===== src/include/xel_cfg.svh =====
// Constants for the translation unit error logging block.
// Assumes a 32-bit register port with byte addresses and 16-bit registers.
`ifndef XEL_CFG_SVH
`define XEL_CFG_SVH

// Widths and unit count.
`define XEL_ADDR_W        8
`define XEL_DATA_W        32
`define XEL_REG_W         16
`define XEL_UNITS         2
`define XEL_PRIMARY       0
`define XEL_SECONDARY     1

// Register byte offsets.
`define XEL_OFS_P_STATUS  8'h00
`define XEL_OFS_P_ISR     8'h04
`define XEL_OFS_P_MASK    8'h08
`define XEL_OFS_S_STATUS  8'h0C
`define XEL_OFS_S_ISR     8'h10
`define XEL_OFS_S_MASK    8'h14
`define XEL_OFS_CONTROL   8'h18

// Status register bit.
`define XEL_SR_SERR_ASSERTED   14

// Interrupt status register bits.
`define XEL_ISR_SERR_ASSERTED  10
`define XEL_ISR_IBMA           7
`define XEL_ISR_SERR_DETECTED  4

// Mask and control bits.
`define XEL_MASK_SERR_ASSERTED 6
`define XEL_CTL_P_DET_MASK     9
`define XEL_CTL_S_DET_MASK     10

// Writable bit sets and reset values.
`define XEL_SR_W1C_BITS   16'h4000
`define XEL_ISR_W1C_BITS  16'h0490
`define XEL_RST_REG       16'h0000
`define XEL_RST_WORD      32'h0000_0000
`define XEL_PIN_IDLE      1'b1
`define XEL_BIT_CLR       1'b0

`endif


===== src/include/xel_pkg.sv =====
// Types for the translation unit error logging block.
// Assumes xel_cfg.svh is on the include path.
`include "xel_cfg.svh"

package xel_pkg;

  // Register port request, all fields from the bus master's clock domain.
  typedef struct packed {
    logic [`XEL_ADDR_W-1:0] addr;
    logic [`XEL_DATA_W-1:0] wdata;
    logic                   wr;
    logic                   rd;
  } xel_bus_req_t;

  // Internal-bus abort events of one unit, each a one-cycle pulse.
  typedef struct packed {
    logic ib_wr_ma;
    logic ib_wr_ta;
    logic ib_rd_ma;
    logic ib_rd_ta;
    logic ob_wr_ma;
    logic ob_wr_ta;
    logic ob_rd_ma;
    logic ob_rd_ta;
  } xel_abort_t;

  // Register kinds reached by the register port.
  typedef enum logic [2:0] {
    XEL_SEL_NONE    = 3'b000,
    XEL_SEL_STATUS  = 3'b001,
    XEL_SEL_ISR     = 3'b010,
    XEL_SEL_MASK    = 3'b011,
    XEL_SEL_CONTROL = 3'b100
  } xel_sel_t;

  // Result of an address decode.
  typedef struct packed {
    xel_sel_t sel;
    logic     unit;
  } xel_dec_t;

endpackage : xel_pkg


===== src/xel_top.sv =====
// Error logging for the internal-bus side of the primary and secondary translation units.
// Assumes abort pulses come from logic on clk and the system error pins are asynchronous.
//
// Added by the designer: the plain strobed port and the placing of the registers.
`timescale 1ns/1ps
`include "xel_cfg.svh"

// Function
// - Inbound master abort sets interrupt status bit 7.
// - Primary inbound write abort drives error, status 14.
// - Primary write abort sets bit 10, mask 6.
// - Primary error detected sets bit 4, control 9.
// - Secondary inbound write abort drives error, status 14.
// - Secondary write abort sets bit 10, mask 6.
// - Secondary error detected sets bit 4, control 10.
// - Outbound and inbound read target aborts log nothing.
// - Primary outbound read master abort logs nothing.
// - Secondary outbound read master abort logs nothing.
module xel_top import xel_pkg::*; (
  // Clock and reset.
  input  wire logic                   clk,
  input  wire logic                   sys_rst,
  // Register port.
  input  wire xel_bus_req_t           bus_req,
  output logic [`XEL_DATA_W-1:0]      bus_rdata,
  // Internal-bus abort events.
  input  wire xel_abort_t             primary_abort,
  input  wire xel_abort_t             secondary_abort,
  // Primary system error pin.
  input  wire logic                   primary_system_error_n_in,
  output logic                        primary_system_error_n_out,
  output logic                        primary_system_error_n_oe,
  // Secondary system error pin.
  input  wire logic                   secondary_system_error_n_in,
  output logic                        secondary_system_error_n_out,
  output logic                        secondary_system_error_n_oe,
  // Interrupt requests.
  output logic                        primary_irq,
  output logic                        secondary_irq,
  output logic                        irq
);

  // Maps a byte address onto a register kind and unit.
  function automatic xel_dec_t decode_addr(input logic [`XEL_ADDR_W-1:0] a);
    xel_dec_t d;
    d.sel  = XEL_SEL_NONE;
    d.unit = 1'b0;
    if (a == `XEL_OFS_P_STATUS) begin
      d.sel = XEL_SEL_STATUS;
    end else if (a == `XEL_OFS_P_ISR) begin
      d.sel = XEL_SEL_ISR;
    end else if (a == `XEL_OFS_P_MASK) begin
      d.sel = XEL_SEL_MASK;
    end else if (a == `XEL_OFS_S_STATUS) begin
      d.sel  = XEL_SEL_STATUS;
      d.unit = 1'b1;
    end else if (a == `XEL_OFS_S_ISR) begin
      d.sel  = XEL_SEL_ISR;
      d.unit = 1'b1;
    end else if (a == `XEL_OFS_S_MASK) begin
      d.sel  = XEL_SEL_MASK;
      d.unit = 1'b1;
    end else if (a == `XEL_OFS_CONTROL) begin
      d.sel = XEL_SEL_CONTROL;
    end
    return d;
  endfunction : decode_addr

  xel_dec_t                 wr_dec;
  xel_dec_t                 rd_dec;
  xel_abort_t               abort_w       [`XEL_UNITS];
  logic                     pin_n_w       [`XEL_UNITS];
  logic [`XEL_REG_W-1:0]    wr_word;

  logic [`XEL_REG_W-1:0]    status_reg    [`XEL_UNITS];
  logic [`XEL_REG_W-1:0]    status_next   [`XEL_UNITS];
  logic [`XEL_REG_W-1:0]    isr_reg       [`XEL_UNITS];
  logic [`XEL_REG_W-1:0]    isr_next      [`XEL_UNITS];
  logic [`XEL_REG_W-1:0]    mask_reg      [`XEL_UNITS];
  logic [`XEL_REG_W-1:0]    mask_next     [`XEL_UNITS];
  logic [`XEL_REG_W-1:0]    enable_w      [`XEL_UNITS];
  logic                     sync1_reg     [`XEL_UNITS];
  logic                     sync2_reg     [`XEL_UNITS];
  logic                     drive_reg     [`XEL_UNITS];
  logic                     drive_next    [`XEL_UNITS];
  logic                     irq_u_reg     [`XEL_UNITS];
  logic                     irq_u_next    [`XEL_UNITS];
  logic                     pin_out_reg   [`XEL_UNITS];
  logic                     pin_out_next  [`XEL_UNITS];
  logic                     ib_wr_abort_w [`XEL_UNITS];
  logic                     ib_ma_w       [`XEL_UNITS];
  logic                     wr_status_w   [`XEL_UNITS];
  logic                     wr_isr_w      [`XEL_UNITS];

  logic [`XEL_REG_W-1:0]    control_reg;
  logic [`XEL_REG_W-1:0]    control_next;
  logic [`XEL_DATA_W-1:0]   rdata_reg;
  logic [`XEL_DATA_W-1:0]   rdata_next;
  logic                     irq_reg;
  logic                     irq_next;

  // Per-unit views of the inputs.
  always_comb begin
    wr_dec     = decode_addr(bus_req.addr);
    rd_dec     = decode_addr(bus_req.addr);
    wr_word    = bus_req.wdata[`XEL_REG_W-1:0];
    abort_w[0] = primary_abort;
    abort_w[1] = secondary_abort;
    pin_n_w[0] = primary_system_error_n_in;
    pin_n_w[1] = secondary_system_error_n_in;
  end

  // Shared control register holds the detected-error masks of both units.
  always_comb begin
    control_next = control_reg;
    if (bus_req.wr && wr_dec.sel == XEL_SEL_CONTROL) begin
      control_next = wr_word;
    end
  end

  always_ff @(posedge clk) begin
    if (sys_rst) begin
      control_reg <= `XEL_RST_REG;
    end else begin
      control_reg <= control_next;
    end
  end

  genvar g;
  generate
    for (g = 0; g < `XEL_UNITS; g++) begin : g_unit
      // Event decode and interrupt enables of one unit.
      always_comb begin
        ib_wr_abort_w[g] = abort_w[g].ib_wr_ma | abort_w[g].ib_wr_ta;
        ib_ma_w[g]       = abort_w[g].ib_wr_ma | abort_w[g].ib_rd_ma;
        wr_status_w[g]   = bus_req.wr && wr_dec.sel == XEL_SEL_STATUS && wr_dec.unit == g;
        wr_isr_w[g]      = bus_req.wr && wr_dec.sel == XEL_SEL_ISR && wr_dec.unit == g;
        enable_w[g]      = `XEL_RST_REG;
        enable_w[g][`XEL_ISR_IBMA]          = 1'b1;
        enable_w[g][`XEL_ISR_SERR_ASSERTED] = ~mask_next[g][`XEL_MASK_SERR_ASSERTED];
        enable_w[g][`XEL_ISR_SERR_DETECTED] = (g == `XEL_PRIMARY) ?
                                              ~control_next[`XEL_CTL_P_DET_MASK] :
                                              ~control_next[`XEL_CTL_S_DET_MASK];
      end

      // Status bits clear on a written one, and a same-cycle event wins.
      always_comb begin
        status_next[g] = status_reg[g];
        isr_next[g]    = isr_reg[g];
        mask_next[g]   = mask_reg[g];
        if (wr_status_w[g]) begin
          status_next[g] = status_reg[g] & ~(wr_word & `XEL_SR_W1C_BITS);
        end
        if (wr_isr_w[g]) begin
          isr_next[g] = isr_reg[g] & ~(wr_word & `XEL_ISR_W1C_BITS);
        end
        if (bus_req.wr && wr_dec.sel == XEL_SEL_MASK && wr_dec.unit == g) begin
          mask_next[g] = wr_word;
        end
        if (ib_ma_w[g]) begin
          isr_next[g][`XEL_ISR_IBMA] = 1'b1;
        end
        if (ib_wr_abort_w[g]) begin
          status_next[g][`XEL_SR_SERR_ASSERTED] = 1'b1;
          isr_next[g][`XEL_ISR_SERR_ASSERTED]   = 1'b1;
        end
        if (!sync2_reg[g]) begin
          isr_next[g][`XEL_ISR_SERR_DETECTED] = 1'b1;
        end
        // Outbound aborts and inbound read target aborts reach no bit here.
        drive_next[g] = ib_wr_abort_w[g];
        pin_out_next[g] = ~ib_wr_abort_w[g];
        irq_u_next[g] = |(isr_next[g] & enable_w[g]);
      end

      always_ff @(posedge clk) begin
        if (sys_rst) begin
          status_reg[g] <= `XEL_RST_REG;
          isr_reg[g]    <= `XEL_RST_REG;
          mask_reg[g]   <= `XEL_RST_REG;
          sync1_reg[g]  <= `XEL_PIN_IDLE;
          sync2_reg[g]  <= `XEL_PIN_IDLE;
          drive_reg[g]  <= `XEL_BIT_CLR;
          pin_out_reg[g] <= `XEL_PIN_IDLE;
          irq_u_reg[g]  <= `XEL_BIT_CLR;
        end else begin
          status_reg[g] <= status_next[g];
          isr_reg[g]    <= isr_next[g];
          mask_reg[g]   <= mask_next[g];
          sync1_reg[g]  <= pin_n_w[g];
          sync2_reg[g]  <= sync1_reg[g];
          drive_reg[g]  <= drive_next[g];
          pin_out_reg[g] <= pin_out_next[g];
          irq_u_reg[g]  <= irq_u_next[g];
        end
      end

    end
  endgenerate

  // Read data stands in the cycle after the read strobe; unmapped reads give zero.
  always_comb begin
    rdata_next = `XEL_RST_WORD;
    if (bus_req.rd) begin
      if (rd_dec.sel == XEL_SEL_STATUS) begin
        rdata_next[`XEL_REG_W-1:0] = status_reg[rd_dec.unit];
      end else if (rd_dec.sel == XEL_SEL_ISR) begin
        rdata_next[`XEL_REG_W-1:0] = isr_reg[rd_dec.unit];
      end else if (rd_dec.sel == XEL_SEL_MASK) begin
        rdata_next[`XEL_REG_W-1:0] = mask_reg[rd_dec.unit];
      end else if (rd_dec.sel == XEL_SEL_CONTROL) begin
        rdata_next[`XEL_REG_W-1:0] = control_reg;
      end
    end
    irq_next = irq_u_next[0] | irq_u_next[1];
  end

  always_ff @(posedge clk) begin
    if (sys_rst) begin
      rdata_reg <= `XEL_RST_WORD;
      irq_reg   <= `XEL_BIT_CLR;
    end else begin
      rdata_reg <= rdata_next;
      irq_reg   <= irq_next;
    end
  end

  // All outputs come straight from flip-flops.
  assign bus_rdata                    = rdata_reg;
  assign primary_system_error_n_out   = pin_out_reg[0];
  assign primary_system_error_n_oe    = drive_reg[0];
  assign secondary_system_error_n_out = pin_out_reg[1];
  assign secondary_system_error_n_oe  = drive_reg[1];
  assign primary_irq                  = irq_u_reg[0];
  assign secondary_irq                = irq_u_reg[1];
  assign irq                          = irq_reg;
endmodule : xel_top


===== config.mk =====
export PLATFORM = sky130hd
export DESIGN_NAME = xel_top
export DESIGN_NICKNAME = d
export VERILOG_FILES = /design/src/include/xel_pkg.sv /design/src/xel_top.sv
export VERILOG_INCLUDE_DIRS = /design/src /design/src/include
export SDC_FILE = /design/constraint.sdc
export NUM_CORES = 1
export LEC_CHECK = 0
export BUFFER_PORTS_ARGS = -buffer_cell sky130_fd_sc_hd__buf_4
export CORE_ASPECT_RATIO = 2
export CORE_MARGIN = 4
export CORE_UTILIZATION = 40
export DETAILED_ROUTE_END_ITERATION = 10
export PLACE_DENSITY = 0.65
export REMOVE_ABC_BUFFERS = 1
export SETUP_SLACK_MARGIN = 0.05
export SYNTH_ARGS = -nofsm -noshare
export SYNTH_HDL_FRONTEND = slang
export SYNTH_SLANG_ARGS = --single-unit
export TNS_END_PERCENT = 10

===== constraint.sdc =====
create_clock -name clk -period 1.92 [get_ports clk]
set_input_delay 0.096 -clock clk [delete_from_list [all_inputs] [get_ports clk]]
set_output_delay 0.096 -clock clk [all_outputs]
set_load 0.02 [all_outputs]

After elaboration in Yosys (flattened, before gate mapping). Memories as Yosys holds them, arrays and structs flattened. Index checks and enable logic that the tools add are counted. W data, S select, Z words.

Output and inout bits: 39. Bits in latches: 0. Register bits: 49. Memories: 8. Memory bits (read-only): 0. Input port bits: 62. RAM bits: 106.

Shift operators: 0. Div/mod/pow operators: 0. $add $sub $neg: 0. Bitwise gates (word level): 37. Muxes and demuxes: 49. $mul: 0. Reductions and logical operators: 14. Eq/ne operators: 10. Magnitude comparators: 0.

Memory list: isr_reg (words 2, bits a word 16, read ports 3, clocked after memory_dff 0, write ports 2, line xel_top.sv:77) `` logic [`XEL_REG_W-1:0] isr_reg [`XEL_UNITS]; ``; mask_reg (words 2, bits a word 16, read ports 3, clocked after memory_dff 0, write ports 2, line xel_top.sv:79) `` logic [`XEL_REG_W-1:0] mask_reg [`XEL_UNITS]; ``; status_reg (words 2, bits a word 16, read ports 3, clocked after memory_dff 0, write ports 2, line xel_top.sv:75) `` logic [`XEL_REG_W-1:0] status_reg [`XEL_UNITS]; ``; drive_reg (words 2, bits a word 1, read ports 2, clocked after memory_dff 0, write ports 2, line xel_top.sv:84) `` logic drive_reg [`XEL_UNITS]; ``; irq_u_reg (words 2, bits a word 1, read ports 2, clocked after memory_dff 0, write ports 2, line xel_top.sv:86) `` logic irq_u_reg [`XEL_UNITS]; ``; pin_out_reg (words 2, bits a word 1, read ports 2, clocked after memory_dff 0, write ports 2, line xel_top.sv:88) `` logic pin_out_reg [`XEL_UNITS]; ``; 2 more memories.

Operator list (count): $mux W16 (16); $and A16 B16 Y16 (4); $and A16 B11 Y16 (2); $reduce_or A16 Y1 (2); $mux W1 (25); $eq A8 B5 Y1 const B (3); $or A1 B1 Y1 (21); $eq A8 B4 Y1 const B (2); $not A11 Y16 (1); $not A15 Y16 (1); $mux W3 (5); $mux W11 (1); $logic_and A1 B1 Y1 (10); $eq A8 B3 Y1 const B (1); $logic_not A8 Y1 (1); $mux W4 (2); $not A1 Y1 (8); $eq A3 B2 Y1 const B (2); $eq A3 B1 Y1 const B (1); $eq A3 B3 Y1 const B (1); $reduce_or A2 Y1 (1).

Depth between registers and ports, before layout.
Word-level depth: 16. Depth in mapped cells: 8. Depth with buffers taken out: 5.

Least setup slack after synthesis. Ideal clock, no wire load.

Path kind: input to register. Start point: input port bus_req[38] (netlist bit). End point: register irq_reg (netlist: irq). Path buffers: 3. Library setup time: 120 ps. Arrival time: 1949 ps. Cell stages on the path: 8. Path slack: -149 ps. Path through: buf_2 -> or3b_2 -> clkbuf_1 -> or3_1 -> clkbuf_1 -> mux2i_1 -> a221o_1 -> or2_1.

Word-level cells in the longest chain between the ends: 16. Elaborated cells between the ends (all ways): 49. Those cells by class: eq/ne: 9; mux: 22; bitwise: 8; reduce/logical: 10.

RTL lines: start: declaration (line xel_top.sv:24) `input wire xel_bus_req_t bus_req,`; $eq A8 B5 Y1 (no line); $mux W3 (line xel_top.sv:63) `` end else if (a == `XEL_OFS_CONTROL) begin ``; $mux W3 (line xel_top.sv:60) `` end else if (a == `XEL_OFS_S_MASK) begin ``; $mux W4 (line xel_top.sv:57) `` end else if (a == `XEL_OFS_S_ISR) begin ``; $mux W4 (line xel_top.sv:54) `` end else if (a == `XEL_OFS_S_STATUS) begin ``; $mux W3 (line xel_top.sv:52) `` end else if (a == `XEL_OFS_P_MASK) begin ``; $mux W3 (line xel_top.sv:50) `` end else if (a == `XEL_OFS_P_ISR) begin ``; $mux W3 (line xel_top.sv:48) `` if (a == `XEL_OFS_P_STATUS) begin ``; $eq A3 B2 Y1, on equally long branches (line xel_top.sv:137, xel_top.sv:157); $logic_and A1 B1 Y1, on equally long branches (2 in a row) (line xel_top.sv:137, xel_top.sv:157); $mux W16, on equally long branches (line xel_top.sv:154, xel_top.sv:157); $mux W1 (tied with other cells) (line xel_top.sv:167) `if (!sync2_reg[g]) begin`; $and A16 B11 Y16 (line xel_top.sv:173) `irq_u_next[g] = |(isr_next[g] & enable_w[g]);`; $reduce_or A16 Y1 (line xel_top.sv:173); $or A1 B1 Y1 * (line xel_top.sv:215) `irq_next = irq_u_next[0] | irq_u_next[1];`; end signal: assignment (line xel_top.sv:221) `` irq_reg <= `XEL_BIT_CLR; ``; end signal: assignment (line xel_top.sv:224) `irq_reg <= irq_next;`; end: declaration (line xel_top.sv:99) `logic irq_reg;`.

Every way passes the cells marked *; elsewhere a longest branch is shown, timed or not. A chain may end at the register's enable or synchronous reset.

Worst setup path in the final report.
Start point: input port bus_req[39] (netlist bit). End point: register irq_reg (netlist: irq).

The elaborated chain is that of the path after synthesis.

==> flow_metrics.py <==
metrics = {
    "floorplan": {
        "die_w_um": 72.9,
        "pin_count": 101,
        "die_area_mm2": 0.0100,
        "row_count": 47,
        "die_h_um": 138,
        "coreArea_mm2": 0.00823,
        "start_util": 0.409,
    },
    "grt": {
        "grt_max_degree": 38,
        "grt_pass1_wl_um": 13400,
        "grt_use_total": 0.177,
        "antenna_found_initial": 0,
        "gr-total-overflow": 0,
        "grt_pass1_vias": 2785,
    },
    "yosys": {
        "synth_top_cell_area_share": 0.493,
        "seq_area_frac_synth": 0.493,
        "yosys_warnings": 0,
        "synth_cells": 370,
        "yosysTopAreaCell": "dfxtp_1",
        "syn_area_per_cell_um2": 9.11,
        "syn_area_mm2": 0.00337,
        "ys_types": 37,
        "synth_seq_cells": 83,
        "synth_area_leaders": "dfxtp_1 (49%), mux2i_1 (11%), nand2_1 (7.0%), a21oi_1 (5.5%), nor2_1 (4.0%)",
    },
    "clock_network": {
        "insertion_delay_ns": 0.34,
        "clock-root-buffer": "clkbuf_16",
        "cts.sinks": 83,
        "clkTransAtPathRegs_ns": 0.06,
        "post_cts.repair.setup_buffers": 0,
        "clock_path_buffers": 2,
        "cts_tree": "done",
        "cts_buffers": 9,
        "h-tree-depth": 3,
    },
    "critical_path": {
        "r2r_start": "isr_reg[0][10]",
        "cp.arrival_ns": 2.02,
        "worst_setup_path_start_kind": "input port",
        "r2r_slack_ns": 0.59,
        "critPathKind": "in -> reg",
        "crit_fanout": 9,
        "end_kind": "flop",
        "reg2reg_to": "irq",
        "crit_required_ns": 2.15,
        "r2r_cells": 4,
    },
    "route": {
        "routedWlPerCell_um": 15.3,
        "vias": 2796,
        "drc": 0,
        "drt-vias-per-instance": 5.06,
        "ant_nets": 0,
        "dr.first_iter.drc_count": 174,
        "drt-total-wl_um": 8490,
        "firstDrtPassIters": 4,
    },
    "layout": {
        "nNetsFinal": 513,
        "largest_reg_flops": 32,
        "layout_commonest_cell": "buf_4",
        "antenna_cells": 0,
        "area_growth_pct": 30.7,
        "mostFrequentLayoutCells": "buf_4 (91), dfxtp_1 (83), nand2_1 (63)",
        "fin_util": 0.535,
        "drive_above_1_share": 0.275,
    },
    "power": {
        "cellInternalPower_uw": 3030,
        "ir_worst_vdd_uv": 459,
        "power_switching_share": 0.215,
        "cellPowerDensity_mw_per_mm2": 877,
        "power.share.clock": 0.472,
        "p_switching_uw": 829,
        "power_frac_seq": 0.456,
        "p_leak_uw": 0.00168,
        "pwr-share-comb": 0.072,
    },
    "timing": {
        "rsz0062_at_grt": "no",
        "drv_slew": 0,
        "finalSetupTns_ns": 0,
        "fin_crit_ns": 1.79,
        "fmax_mhz": 559,
        "final-hold-violation-count": 0,
        "finalClockSkew_ns": 0.00970,
        "fin_crit_sh": 0.932,
        "setup_violations": 0,
    },
    "placed_design": {
        "hpwlAfterDp_um": 6100,
        "portBuffers": 58,
        "place.gp.congestion": 0.824,
    },
    "min_path": {
        "hold_path_class": "in -> reg",
        "whs_endpoint": "isr_reg[0][10]",
        "min_path_cells": 2,
        "min_from": "bus_req[12]",
    },
    "status": {
        "status": "completed",
    },
    "flow_run": {
        "max_cap_violations": 0,
    },
}
worst max-delay path by stage:
stage                      startpoint             to  depth (start not counted)
after floorplan           bus_req[39]  bus_rdata[14]                          5
after global placement    bus_req[39]            irq                          6
after detailed placement  bus_req[39]            irq                          6
after CTS                 bus_req[39]            irq                          6
after global routing      bus_req[39]   bus_rdata[4]                          7
final                     bus_req[39]            irq                          6
logic make-up (layout without fill, tap and decap cells):
| logic type | Yosys count | in the layout | share of synthesized area |
|---|---|---|---|
| other | 1 | 16 | 0.00111 |
| AO/OA/AOI/OAI | 70 | 70 | 0.135 |
| multiplexers | 39 | 39 | 0.117 |
| buffers and inverters | 49 | 119 | 0.0794 |
| XOR/XNOR | 1 | 1 | 0.00260 |
| AND/OR/NAND/NOR | 127 | 127 | 0.171 |
| flip-flops | 83 | 83 | 0.493 |
stage by stage:
| stage | setup WS (ns) | total power [uW] | instances | hold slack (ns) | area, um2 |
|---|---|---|---|---|---|
| after detailed placement | -0.272 | 2070 | 536 | 0.288 | 4070 |
| after global placement | -0.260 | 2070 | 536 | 0.280 | 4070 |
| after floorplan | -1.60 | 1900 | 344 | 0.165 | 3190 |
| final | 0.131 | 3860 | 553 | 0.0234 | 4400 |
| after global routing | 0.0845 | 4010 | 553 | 0.0185 | 4400 |
| after CTS | 0.0985 | 3900 | 553 | 0.0114 | 4400 |
synthesized netlist by cell type (all sizes together):
library cell / instances
a221o: 2
nand2: 63
o21ai: 2
clkbuf: 16
inv: 8
or4: 1
o21bai: 1
a22oi: 1
nand3: 1
o31ai: 1
a2bb2oi: 15
nand2b: 4
nor4b: 1
nor3: 7
mux2i: 36
a311o: 1
or3: 1
xnor2: 1
nor2: 36
mux2: 3
nand3b: 2
nand4: 1
a211oi: 2
o211ai: 1
a31oi: 2
buf: 25
dfxtp: 83
or2: 9
a21boi: 1
o41ai: 4
a21oi: 37
or3b: 1
conb: 1
power by group through the flow:
stage / sequential (uW) / combinational [uW] / clock, uW
after CTS: 1760 / 278 / 1860
after global placement: 1800 / 271 / 0
after floorplan: 1810 / 94.7 / 0
after detailed placement: 1800 / 273 / 0
final: 1760 / 277 / 1820
after global routing: 1760 / 298 / 1950
layer usage:
metal | global-route usage | routed length (um)
met5 | 0 | 0
met4 | 0.118 | 391
met3 | 0.0387 | 364
met2 | 0.319 | 4590
met1 | 0.174 | 3140
worst max-delay path, stage by stage:
cell and delay [ns]:
buf_4 0.11, or4_4 0.60, o41ai_1 0.49, a21oi_1 0.16
a221o_1 0.37, or2_1 0.20
layout make-up:
class / instances / area (um2)
Clock buffer: 10 / 239
Clock inverter: 5 / 77.6
Fill cell: 766 / 3830
Inverter: 8 / 30.0
Multi-Input combinational cell: 253 / 1510
Sequential cell: 83 / 1660
Tap cell: 98 / 123
Timing Repair Buffer: 96 / 763
repair_timing:
item / CTS / global route
hold buffers: 2 / 0
resized for setup: 0 / 0
hold endpoints to repair: 2 / 0
Note: power is estimated with default switching activity, not from simulation.
